`src/imcc_pkg.sv`:
```
// What this block does
// - primary idle keeps primary oscillator running; only the core clock halts
// - from primary run, idle enable plus power-down enters primary idle
// - peripherals stay clocked from primary oscillator while core is stopped
// - start-up status flag stays set on primary idle entry
// - wake from primary idle runs core on primary after core-start delay
// - start-up status flag stays set after primary idle wake
// - wake leaves idle enable and clock select unchanged
// - secondary idle stops core and clocks peripherals from secondary oscillator
// - from secondary run, idle enable plus power-down enters secondary idle
// - switching to secondary stops primary, clears start-up flag, sets running flag
// - wake from secondary idle keeps peripherals on secondary, core after delay
// - secondary oscillator keeps running after secondary idle wake
// - power-down for secondary idle ignored while secondary oscillator disabled
// - peripheral clocks withheld until enabled secondary oscillator has started
// - interrupt, reset or watchdog time-out leaves any idle mode
package imcc_pkg;
    // ----------------------------------------
    // register map
    // ----------------------------------------
    localparam logic [1:0] ADDR_CTRL = 2'h0; // idle_enable, system_clock_select
    localparam logic [1:0] ADDR_STATUS = 2'h1; // flags and mode
    localparam int CTRL_IDLE_BIT = 7;
    localparam int CTRL_SCS_LSB = 0;
    localparam int STAT_OSC_STARTUP_STATUS_BIT = 3;
    localparam int STAT_SRUN_BIT = 2;
    localparam int STAT_MODE_LSB = 0;
    // ----------------------------------------
    // clock select codes
    // ----------------------------------------
    localparam logic [1:0] SCS_PRIMARY = 2'h2;
    localparam logic [1:0] SCS_SECONDARY = 2'h1;
    localparam logic [1:0] SCS_CONFIG = 2'h0;
    // ----------------------------------------
    // timing
    // ----------------------------------------
    localparam int CLK_PERIOD_PS = 25000;
    localparam int CORE_START_DELAY_PS = 100000; // fixed core-start delay
    localparam int CORE_START_CYCLES = (CORE_START_DELAY_PS + CLK_PERIOD_PS - 1) / CLK_PERIOD_PS;
    // ----------------------------------------
    // modes
    // ----------------------------------------
    typedef enum logic [1:0] {
        IMCC_RUN,
        IMCC_PRIMARY_IDLE_MODE,
        IMCC_SECONDARY_IDLE_MODE,
        IMCC_WAKE
    } imcc_mode_t;
endpackage

```
`src/imcc_delay.sv`:
```
`timescale 1ns/10ps
// fixed core-start delay counter
module imcc_delay #(
    parameter int CYCLES = imcc_pkg::CORE_START_CYCLES
) (
    input wire logic ref_clk_i,
    input wire logic rst_i,
    input wire logic start_i,
    output logic done_o
);
    initial begin
        if (CYCLES < 1 || CYCLES > 65536) begin
            $error("imcc_delay: CYCLES out of range");
        end
    end
    logic [15:0] cnt_q;
    logic busy_q;
    // ----------------------------------------
    // counter
    // ----------------------------------------
    // load on start, count down, one-cycle done when zero reached
    always_ff @(posedge ref_clk_i) begin
        if (rst_i) begin
            cnt_q <= 16'h0000;
            busy_q <= 1'b0;
            done_o <= 1'b0;
        end else begin
            done_o <= 1'b0;
            if (start_i) begin
                cnt_q <= 16'(CYCLES - 1);
                busy_q <= 1'b1;
            end else if (busy_q) begin
                if (cnt_q == 16'h0000) begin
                    busy_q <= 1'b0;
                    done_o <= 1'b1;
                end else begin
                    cnt_q <= cnt_q - 16'h0001;
                end
            end
        end
    end
endmodule // imcc_delay

```
`src/imcc_ctrl.sv`:
```
// Decided for this implementation: the address-and-strobe port and the register addresses.
`timescale 1ns/10ps
// idle mode clock control
module imcc_ctrl #(
    parameter int DELAY_CYCLES = imcc_pkg::CORE_START_CYCLES
) (
    input wire logic ref_clk_i,
    input wire logic rst_i,
    input wire logic [1:0] addr_i,
    input wire logic [7:0] wdata_i,
    input wire logic wr_i,
    input wire logic rd_i,
    output logic [7:0] rdata_o,
    input wire logic sleep_i, // power-down instruction executed
    input wire logic irq_i, // enabled interrupt flagged
    input wire logic wdt_i, // watchdog time-out
    input wire logic secondary_osc_enable_i,
    input wire logic secondary_osc_ready_i, // secondary oscillator oscillating
    input wire logic primary_osc_ready_i,
    output logic core_clk_en_o,
    output logic periph_clk_en_o,
    output logic periph_on_secondary_o,
    output logic primary_osc_on_o,
    output logic secondary_osc_on_o,
    output logic fetch_release_o,
    output logic [1:0] mode_o
);
    initial begin
        if (DELAY_CYCLES < 1 || DELAY_CYCLES > 65535) begin
            $error("imcc_ctrl: DELAY_CYCLES out of range");
        end
    end
    imcc_pkg::imcc_mode_t mode_q;
    logic idle_enable_q;
    logic [1:0] system_clock_select_q;
    logic osc_startup_status_q;
    logic secondary_clock_running_q;
    logic on_secondary_q; // core clock source is the secondary oscillator
    logic wake;
    logic want_sec;
    logic want_pri;
    logic delay_start;
    logic delay_done;
    // ----------------------------------------
    // entry and exit decode
    // ----------------------------------------
    assign wake = irq_i | wdt_i;
    assign want_sec = sleep_i && idle_enable_q && mode_q == imcc_pkg::IMCC_RUN
        && (system_clock_select_q == imcc_pkg::SCS_SECONDARY
        || (system_clock_select_q == imcc_pkg::SCS_CONFIG && on_secondary_q))
        && secondary_osc_enable_i;
    assign want_pri = sleep_i && idle_enable_q && mode_q == imcc_pkg::IMCC_RUN
        && (system_clock_select_q == imcc_pkg::SCS_PRIMARY
        || (system_clock_select_q == imcc_pkg::SCS_CONFIG && !on_secondary_q));
    assign delay_start = wake && (mode_q == imcc_pkg::IMCC_PRIMARY_IDLE_MODE
        || mode_q == imcc_pkg::IMCC_SECONDARY_IDLE_MODE);
    imcc_delay #(
        .CYCLES(DELAY_CYCLES)
    ) u_delay (
        .ref_clk_i(ref_clk_i),
        .rst_i(rst_i),
        .start_i(delay_start),
        .done_o(delay_done)
    );
    // ----------------------------------------
    // mode machine
    // ----------------------------------------
    always_ff @(posedge ref_clk_i) begin
        if (rst_i) begin
            mode_q <= imcc_pkg::IMCC_RUN;
        end else begin
            unique case (mode_q)
                imcc_pkg::IMCC_RUN: begin
                    if (want_sec) begin
                        mode_q <= imcc_pkg::IMCC_SECONDARY_IDLE_MODE;
                    end else if (want_pri) begin
                        mode_q <= imcc_pkg::IMCC_PRIMARY_IDLE_MODE;
                    end
                end
                imcc_pkg::IMCC_PRIMARY_IDLE_MODE, imcc_pkg::IMCC_SECONDARY_IDLE_MODE: begin
                    if (wake) begin
                        mode_q <= imcc_pkg::IMCC_WAKE;
                    end
                end
                imcc_pkg::IMCC_WAKE: begin
                    if (delay_done) begin
                        mode_q <= imcc_pkg::IMCC_RUN;
                    end
                end
            endcase
        end
    end
    // ----------------------------------------
    // clock source tracking
    // ----------------------------------------
    always_ff @(posedge ref_clk_i) begin
        if (rst_i) begin
            on_secondary_q <= 1'b0;
        end else if (want_sec) begin
            on_secondary_q <= 1'b1;
        end else if (want_pri) begin
            on_secondary_q <= 1'b0;
        end
    end
    // ----------------------------------------
    // status flags
    // ----------------------------------------
    always_ff @(posedge ref_clk_i) begin
        if (rst_i) begin
            osc_startup_status_q <= 1'b0;
            secondary_clock_running_q <= 1'b0;
        end else if (want_sec) begin
            osc_startup_status_q <= 1'b0;
            secondary_clock_running_q <= 1'b1;
        end else if (!on_secondary_q) begin
            osc_startup_status_q <= primary_osc_ready_i | osc_startup_status_q;
            secondary_clock_running_q <= 1'b0;
        end
    end
    // ----------------------------------------
    // control register; wake never writes it
    // ----------------------------------------
    always_ff @(posedge ref_clk_i) begin
        if (rst_i) begin
            idle_enable_q <= 1'b0;
            system_clock_select_q <= imcc_pkg::SCS_CONFIG;
        end else if (wr_i && addr_i == imcc_pkg::ADDR_CTRL) begin
            idle_enable_q <= wdata_i[imcc_pkg::CTRL_IDLE_BIT];
            system_clock_select_q <= wdata_i[imcc_pkg::CTRL_SCS_LSB +: 2];
        end
    end
    // ----------------------------------------
    // read port
    // ----------------------------------------
    always_ff @(posedge ref_clk_i) begin
        if (rst_i) begin
            rdata_o <= 8'h00;
        end else begin
            rdata_o <= 8'h00;
            if (rd_i && addr_i == imcc_pkg::ADDR_CTRL) begin
                rdata_o[imcc_pkg::CTRL_IDLE_BIT] <= idle_enable_q;
                rdata_o[imcc_pkg::CTRL_SCS_LSB +: 2] <= system_clock_select_q;
            end else if (rd_i && addr_i == imcc_pkg::ADDR_STATUS) begin
                rdata_o[imcc_pkg::STAT_OSC_STARTUP_STATUS_BIT] <= osc_startup_status_q;
                rdata_o[imcc_pkg::STAT_SRUN_BIT] <= secondary_clock_running_q;
                rdata_o[imcc_pkg::STAT_MODE_LSB +: 2] <= mode_q;
            end
        end
    end
    // ----------------------------------------
    // clock gating outputs
    // ----------------------------------------
    assign core_clk_en_o = mode_q == imcc_pkg::IMCC_RUN;
    assign fetch_release_o = delay_done;
    assign primary_osc_on_o = !on_secondary_q;
    assign secondary_osc_on_o = secondary_osc_enable_i;
    assign periph_on_secondary_o = on_secondary_q;
    assign periph_clk_en_o = !on_secondary_q || secondary_osc_ready_i;
    assign mode_o = mode_q;
endmodule // imcc_ctrl

```
`config.mk`:
```
export PLATFORM = sky130hd
export DESIGN_NAME = imcc_ctrl
export DESIGN_NICKNAME = d
export VERILOG_FILES = /design/src/imcc_pkg.sv /design/src/imcc_delay.sv /design/src/imcc_ctrl.sv
export SDC_FILE = /design/constraint.sdc
export NUM_CORES = 1
export LEC_CHECK = 0
export BUFFER_PORTS_ARGS = -buffer_cell sky130_fd_sc_hd__buf_2
export CORE_MARGIN = 5
export CORE_UTILIZATION = 55
export CTS_CLUSTER_SIZE = 20
export DETAILED_ROUTE_END_ITERATION = 8
export MAX_ROUTING_LAYER = met4
export PLACE_DENSITY = 0.85
export SLEW_MARGIN = 40
export SYNTH_ARGS = -nofsm -noshare
export SYNTH_HDL_FRONTEND = slang
export SYNTH_HIERARCHICAL = 1
export SYNTH_SLANG_ARGS = --single-unit
```
`constraint.sdc`:
```
create_clock -name ref_clk_i -period 5.2 [get_ports ref_clk_i]
set_input_delay 0.78 -clock ref_clk_i [delete_from_list [all_inputs] [get_ports ref_clk_i]]
set_output_delay 0.78 -clock ref_clk_i [all_outputs]
set_load 0.05 [all_outputs]
```
Word level (Yosys, flattened, before mapping) --
Index checks and enable logic that the tools add are counted.
Storage, ports and cells: flip-flop bits (word level) 34, logic and storage cells 81, input port bits 20, output and inout port bits 16
Cells by class: add/subtract/negate cells 1, bitwise logic cells 6, reduce and logical (&&, ||, !) cells 31, equality and inequality tests 11, mux-type cells 18
Operators with widths (count):
- $logic_not 16->1 | 1
- $mux 2 | 8
- $sub 16x1->16 const B | 1
- $logic_and 1x1->1 | 11
- $mux 1 | 8
- $reduce_or 2->1 | 4
- $eq 2x1->1 const B | 3
- $eq 2x2->1 const B | 3
- $logic_not 2->1 | 3
- $pmux 2 s3 | 1
- $reduce_or 3->1 | 2
- $logic_or 1x1->1 | 4
- $mux 4 | 1
- $ne 2x1->1 const B | 2
- $ne 2x2->1 const B | 2
- $not 1->1 | 4
- $reduce_and 2->1 | 2
- $reduce_bool 2->1 | 2
- $ne 3x1->1 const B | 1
- $reduce_and 3->1 | 1
- $or 1x1->1 | 2
- $logic_not 1->1 | 1

Longest topological paths before layout --
Gate-level depths: netlist of the first run.
depth in word-level cells 7, mapped depth 8, gate-level depth less buffers 7

Modules after synthesis --
Netlist of the first run, hierarchy kept.
Modules (own cells, without submodules):
- imcc_delay | cells each 106, times used 1, sequential area each 360.3 sq um, area an instance 953.4 sq um
- imcc_ctrl | cells each 71, times used 1, sequential area each 260.2 sq um, area an instance 665.6 sq um

Worst setup path before layout of the first run --
No wires, ideal clock.
kind register -> register, from register mode_q[0] (netlist: mode_o[0]), to register u_delay.cnt_q[11], slack 2992 ps, library setup time 59 ps, clock period less this slack 2208 ps, stages on the path, launching flop included 7, buffers on the path 0, arrival 2149 ps, required time 5141 ps, path through dfxtp_1 -> inv_1 -> ha_1 -> nor2b_1 -> or2_2 -> or4_1 -> nand2_1
On the way: word-level cells in the longest chain between the ends 4, elaborated cells on any way between the ends 5, classes of those cells eq/ne (2); reduce/logical (3)
Ends and longest elaborated chain:
- start: declaration | line imcc_ctrl.sv:33 | imcc_pkg::imcc_mode_t mode_q;
- start signal: assignment | line imcc_ctrl.sv:70 | mode_q <= imcc_pkg::IMCC_RUN;
- start signal: assignment | line imcc_ctrl.sv:75 | mode_q <= imcc_pkg::IMCC_SECONDARY_IDLE_MODE;
- start signal: assignment | line imcc_ctrl.sv:77 | mode_q <= imcc_pkg::IMCC_PRIMARY_IDLE_MODE;
- $eq 2x1->1 or $eq 2x2->1 (tied branches) | line imcc_ctrl.sv:55, imcc_ctrl.sv:56
- $logic_or 1x1->1 (*) | line imcc_ctrl.sv:56 | || mode_q == imcc_pkg::IMCC_SECONDARY_IDLE_MODE);
- $logic_and 1x1->1 (*) | line imcc_ctrl.sv:55 | assign delay_start = wake && (mode_q == imcc_pkg::IMCC_PRIMARY_IDLE_MODE
- net delay_start | line imcc_ctrl.sv:42 | logic delay_start;
- $reduce_or 2->1 (no line) (*)
- end signal: assignment | line imcc_delay.sv:30 | cnt_q <= 16'(CYCLES - 1);
- end signal: assignment | line imcc_delay.sv:37 | cnt_q <= cnt_q - 16'h0001;
- end: declaration | line imcc_delay.sv:16 | logic [15:0] cnt_q;
Mark *: on every way through the listed nets, which the timed path passes. The rest lies on a longest branch. A chain may end at the register's enable or synchronous reset.

Worst setup path in the final report of the first run --
from register u_delay.cnt_q[0], to register u_delay.cnt_q[1]
On the way: word-level cells in the longest chain between the ends 4, elaborated cells on any way between the ends 7, classes of those cells add/sub (1); eq/ne (1); mux (3); reduce/logical (2)
Ends and longest elaborated chain:
- $sub 16x1->16 | line imcc_delay.sv:37
- $mux 2 | line imcc_delay.sv:33 | if (cnt_q == 16'h0000) begin
- $mux 2 | line imcc_delay.sv:32 | end else if (busy_q) begin
- $mux 2 | line imcc_delay.sv:29 | if (start_i) begin
Parallel ways exist; a longest one is shown, timed or not. The select of a mux whose other input is x is not followed.

==> flow_summary_export.csv, run 1 <==
group,metric,value,unit
sta,max_freq,0.405,GHz
clocking,cts_tree,"built",
clocking,cts_made_buffers,5,
global_route,grt_overflow_total,0,
clocking,cts.reportedPaths.clkPinSlew,0.10,ns
place,place.gp.congestion,0.848,
global_route,top_usage_layer,"met2",
detailed_routing,drtIter0Drc,54,
logic_synthesis,synth_area_per_cell,9.15,um2
global_route,met3_usage,4.90,%
floorplanning,core_area,2780,um2
detailed_routing,route.detailed.drc,0,
logic_synthesis,syn_area,1620,um2
setup_path,crit_chain,"inv_1 > ha_1 > or3b_2 > o41ai_4 > mux2_1 > a21oi_1",
clocking,clk_path_buf_depth,2,
clocking,clk_latency,0.34,ns
global_route,grt_pass1_wl,5810,um
sta,rsz0062_at_grt,"false",
detailed_routing,drtPass1Iterations,5,
floorplanning,dieArea,4130,um2
sta,drv_slew,0,
place,numPortBuffers,27,
floorplanning,die_height,64.3,um
clocking,cts-root-buf,"clkbuf_4",
global_route,antenna_found_initial,0,
setup_path,critPathSlowestCell,"o41ai_4",
clocking,cts.sinks,31,
flow_run,cap_viol_max_count,0,
sta,finalSetupViolCount,0,
sta,hold_viol_final,0,
sta,max_slew_margin,56.2,%
global_route,grtUsageTotal,18.2,%
sta,hold_ws,0.492,ns
detailed_routing,vias_per_cell,6.02,
sta,tns,0,ns
global_route,grt_pass1_vias,1274,
sta,min_period,2.47,ns
logic_synthesis,yosysWarnings,6,
clocking,hold_buffers,0,
setup_path,critPathMaxFanout,13,
power,vdd_drop_max,0.571,mV
sta,tightest_slew,0.655,ns
logic_synthesis,synth_cell_types,52,
power,power_leakage,0.768,nW
clocking,cts_setup_buffers,0,
detailed_routing,wirelength,3450,um
min_path,hp-class,"reg -> reg",
setup_path,critical_path_class,"reg -> reg",
logic_synthesis,synth_cells,177,
setup_path,critPathTopFamily,"compound AO/OA/AOI/OAI gates",
logic_synthesis,ys_seq_area_share,38.3,%
floorplanning,initial_core_util,58.2,%
clocking,post_cts_resized,0,
sta,finalCritPeriodShare,47.4,%
sta,fin_worst_skew,0.00799,ns
floorplanning,rows,19,
detailed_routing,antenna_left,0,
setup_path,crit_required,5.47,ns
place,hpwl,2600,um
setup_path,worstPathArrival,2.74,ns
detailed_routing,num_vias,1426,
final_layout,syn2layout_area_growth,13.9,%
setup_path,crit_path_max_incr_delay,0.69,ns
final_layout,num-nets-final,229,
clocking,h-tree-depth,2,
setup_path,cp-end-kind,"flip-flop",
setup_path,startpoint_type,"flip-flop",
final_layout,drive_gt1_share,25.2,%
detailed_routing,routedWlPerCell,14.5,um
global_route,use_met2,28.2,%
status,status,"complete, no violations",
logic_synthesis,synth-seq-cells,31,
floorplanning,die_w,64.3,um
power,power_density,634,nW/um2
floorplanning,ioPinCount,36,
global_route,grt_max_degree,19,
setup_path,path_buf_inv,1,
final_layout,diodes,0,
global_route,grt_use_met1,21.8,%
==> final timing paths <==
kind | from | endpoint | slack (ns) | cells after the start
hold reg to reg | secondary_clock_running_q | rdata_o[2] | 0.49 | 1
hold / removal | secondary_clock_running_q | rdata_o[2] | 0.49 | 1
setup / recovery | u_delay/cnt_q[0] | u_delay/cnt_q[1] | 2.73 | 6
setup reg to reg | u_delay/cnt_q[0] | u_delay/cnt_q[1] | 2.73 | 6
==> synth_stat cells (all sizes together) <==
master  instances  area (um2)
o21a            1        7.51
nor4            9        77.6
nor3b           4        35.0
or2             1        6.26
inv             9        33.8
and2b           1        7.51
nor4b           1        8.76
or4b            1        10.0
ha              4        50.1
nor3            2        15.0
a31o            1        8.76
conb            1        3.75
nand3           4        25.0
nor2b           2        12.5
or3b            3        26.3
or4             9        75.1
o31ai           3        22.5
xor2            1        8.76
a2111o          1        11.3
dfxtp          31         621
nand2           8        30.0
nand4           1        6.26
a21oi          17        88.8
mux2            1        11.3
clkbuf          1        3.75
a31oi           1        6.26
xnor2           1        8.76
a211oi          1        12.5
o41ai           1        27.5
nor2           15        58.8
nand2b          2        15.0
o21ai           7        35.0
mux2i           7        70.1
buf             7        53.8
o211ai          5        37.5
and3            4        30.0
or3             8        50.1
or2b            1        7.51
==> where the power goes <==
part	leakage [nW]	internal, W	switching (W)
Sequential	0.252	0.000283	0.0000553
Combinational	0.464	0.000221	0.000376
Clock	0.0525	0.000150	0.0000840
==> layout by cell type (no fill, tap or decap), types with 2 or more instances in the layout <==
cell and count:
o21ai_0 6, nor3b_1 3, dfxtp_1 31, or4_4 2, or3b_2 2, bufinv_16 2, or4_1 7, conb_1 3
nor2b_1 2, or3_1 8, o31ai_1 3, nand3_1 3, mux2i_1 7, and3_1 3, nand2_1 8, nor4_1 7
inv_1 9, clkbuf_4 5, ha_1 4, o211ai_1 5, buf_2 27, nor2_1 14, a21oi_1 16
==> cells by family (layout without fill, tap and decap cells) <==
logic type	count (synthesis)	in the layout	synth area share [%]
other	1	3	0.232
muxes	8	8	5.02
and+or+nand+nor	76	76	30.7
adders and majority gates	4	4	3.09
DFF	31	31	38.3
buffers and inverters	17	44	5.64
xor gates and xnor gates	2	2	1.08
AOI/OAI and AO/OA	38	38	15.9
==> sequential cells by signal, summed over array words and instances (netlist names) <==
name,cells
u_delay/busy_q,1
mode_o,2
rdata_o,5
idle_enable_q,1
u_delay/done_o,1
u_delay/cnt_q,16
osc_startup_status_q,1
system_clock_select_q,2
periph_on_secondary_o,1
secondary_clock_running_q,1
==> layout make-up <==
type	instances	area [um2]
timing repair buffer	27	135
multi-input combinational	131	915
inverter	9	33.8
clock inverter	2	60.1
fill	225	937
clock buffer	6	41.3
tap	31	38.8
sequential	31	621
==> worst reg2reg max path: cells and delay by family, from the launching register on <==
kind	cells	cell delay, ns
adders and majority gates	1	0.18
AOI/OAI and AO/OA	2	0.84
DFF	1	0.33
buffers and inverters	1	0.10
and+or+nand+nor	1	0.58
muxes	1	0.38
==> through the flow <==
step                      cell area, um2  setup WS (ns)  util [%]  cells  total power, W
final                               1840           2.73      66.3    237         0.00117
after global placement              1740           2.83      62.7    229        0.000908
after floorplan                     1630           2.99         -    179        0.000834
after global routing                1840           2.59      66.3    237         0.00125
after CTS                           1840           2.76      66.3    237         0.00117
after detailed placement            1740           2.77      62.7    229        0.000932
==> layer usage <==
| metal | vias up | part of all wire, % |
|---|---|---|
| met5 | - | 0 |
| met2 | 49 | 50 |
| met3 | 8 | 6.4 |
| met1 | 663 | 42 |
| met4 | 0 | 1.8 |
| li1 | 706 | - |
Note: power is estimated with default switching activity, not from simulation.
==> run 2: changes to the inputs <==
--- a/config.mk
+++ b/config.mk
@@ -7,11 +7,11 @@
 export LEC_CHECK = 0
 export BUFFER_PORTS_ARGS = -buffer_cell sky130_fd_sc_hd__buf_2
 export CORE_MARGIN = 5
-export CORE_UTILIZATION = 55
+export CORE_UTILIZATION = 53
 export CTS_CLUSTER_SIZE = 20
 export DETAILED_ROUTE_END_ITERATION = 8
 export MAX_ROUTING_LAYER = met4
-export PLACE_DENSITY = 0.85
+export PLACE_DENSITY = 0.82
 export SLEW_MARGIN = 40
 export SYNTH_ARGS = -nofsm -noshare
 export SYNTH_HDL_FRONTEND = slang
==> constraint.sdc (replaced) <==
create_clock -name ref_clk_i -period 2.5 [get_ports ref_clk_i]
set_input_delay 0.375 -clock ref_clk_i [delete_from_list [all_inputs] [get_ports ref_clk_i]]
set_output_delay 0.375 -clock ref_clk_i [all_outputs]
set_load 0.05 [all_outputs]
==> run 2 against run 1 <==
Compared with the run above: combinational power is 110% higher; sequential cell count unchanged; worst hold slack lost 0.23 ns; critical endpoint unchanged; highest routed layer unchanged.
==> flow_summary_export.csv, run 2 (synthesis gave the netlist of run 1 again) <==
group,metric,value,unit
sta,hold_viol_final,0,
clocking,hold_buffers,0,
clocking,cts_setup_buffers,0,
clocking,cts-root-buf,"clkbuf_4",
final_layout,diodes,0,
sta,rsz0062_at_grt,"false",
final_layout,syn2layout_area_growth,13.6,%
sta,tightest_slew,0.536,ns
final_layout,fillerInstances,277,
clocking,clk_latency,0.34,ns
sta,finalCritPeriodShare,87.1,%
min_path,hp-class,"in -> reg",
power,pwr-share-seq,29.6,%
global_route,grt_max_degree,19,
global_route,grt_overflow_total,0,
floorplanning,dieArea,4260,um2
final_layout,layout_commonest_cell,"dfxtp_1",
power,p_comb_share,52.9,%
detailed_routing,vias_per_cell,5.90,
floorplanning,initial_core_util,53.9,%
floorplanning,die_w,65.3,um
power,power_leakage,0.768,nW
sta,max_slew_margin,63.7,%
detailed_routing,routedWlPerCell,14.1,um
flow_run,cap_viol_max_count,0,
floorplanning,ioPinCount,36,
global_route,grt_pass1_wl,6060,um
clocking,cts_tree,"built",
sta,min_period,2.18,ns
power,vdd_drop_max,1.20,mV
clocking,cts.sinks,31,
detailed_routing,drtPass1Iterations,4,
detailed_routing,num_vias,1417,
status,status,"complete, no violations",
global_route,grtUsageTotal,19.0,%
sta,fin_worst_skew,0.00596,ns
setup_path,critical_path_class,"reg -> reg",
final_layout,most-common-layout-cells,"dfxtp_1, buf_2, a21oi_1, nor2_1, inv_1",
final_layout,regMostFlops,"u_delay/cnt_q",
final_layout,reg_top3,"u_delay/cnt_q (16), rdata_o (5)",
power,clkPwrFrac,17.6,%
final_layout,num-nets-final,230,
power,sw_frac_of_total,45.1,%
detailed_routing,wirelength,3390,um
sta,finalSetupViolCount,0,
sta,max_freq,0.459,GHz
place,hpwl,2500,um
place,place.gp.congestion,0.896,
final_layout,utilization,61.3,%
clocking,cts_made_buffers,5,
detailed_routing,antenna_left,0,
global_route,antenna_found_initial,0,
sta,tns,0,ns
global_route,grt_pass1_vias,1394,
setup_path,worstPathArrival,2.46,ns
setup_path,crit_required,2.78,ns
setup_path,cp-end-kind,"flip-flop",
clocking,post_cts_resized,0,
detailed_routing,route.detailed.drc,0,
power,power_density,1280,nW/um2
power,internal-power,0.00129,W
clocking,h-tree-depth,2,
final_layout,drive_gt1_share,26.1,%
place,numPortBuffers,27,
power,p_sw,0.00107,W
floorplanning,core_area,3000,um2
floorplanning,rows,20,
setup_path,critPathMaxFanout,8,
setup_path,startpoint_type,"flip-flop",
clocking,cts.reportedPaths.clkPinSlew,0.10,ns
floorplanning,die_height,65.3,um
final_layout,largest_reg_flops,16,
sta,drv_slew,0,
detailed_routing,drtIter0Drc,116,
clocking,clk_path_buf_depth,2,
setup_path,reg2reg_slack,0.32,ns
## run 2: cell count changes in the layout (fill, tap and decap cells not counted), sizes merged
cell	previous run	this run
buf	27	28
bufinv	2	1
clkinv	0	1
## run 2: metrics by stage
step                      cells  power (W)  setup WS, ns  hold WS [ns]  instance area [um2]
after floorplan             179    0.00174         0.292         0.437                 1630
after global placement      232    0.00192         0.390         0.460                 1750
after detailed placement    232    0.00194         0.322         0.478                 1750
after CTS                   240    0.00237         0.295         0.252                 1840
after global routing        240    0.00256         0.196         0.268                 1840
final                       240    0.00236         0.323         0.262                 1840
## run 2: layout make-up
type | count | area [um2] | share of cell area, %
clock buffer | 6 | 51.3 | 2.79
clock inverter | 2 | 35.0 | 1.90
inverter | 9 | 33.8 | 1.84
multi-input combinational | 131 | 915 | 49.7
sequential | 31 | 621 | 33.7
tap | 33 | 41.3 | 2.24
timing repair buffer | 28 | 143 | 7.76
## run 2: worst paths after layout
check | to | start | depth (start not counted)
worst max-delay path | u_delay/cnt_q[1] | u_delay/cnt_q[0] | 6
worst min-delay path | system_clock_select_q[1] | wdata_i[1] | 3
worst max register to register | u_delay/cnt_q[1] | u_delay/cnt_q[0] | 6
worst min register to register | rdata_o[2] | secondary_clock_running_q | 1
## run 2: routing by layer
layer	track usage [%]	wire [um]
met4	10.4	82
met2	28.6	1570
met1	22.3	1550
met5	-	0
met3	6.67	191
## run 2: critical path: stages (launching register included)
cell     delay, ns
dfxtp_1       0.34
inv_1         0.09
ha_1          0.18
or3b_2        0.58
o41ai_4       0.42
mux2_1        0.37
a21oi_1       0.14
## run 2: power by group through the flow
stage               logic (W)  clock network [W]  registers, W
floorplan            0.000985                  0      0.000750
global placement      0.00121                  0      0.000705
detailed placement    0.00124                  0      0.000709
CTS                   0.00125           0.000426      0.000697
global route          0.00139           0.000450      0.000720
finish                0.00125           0.000414      0.000698
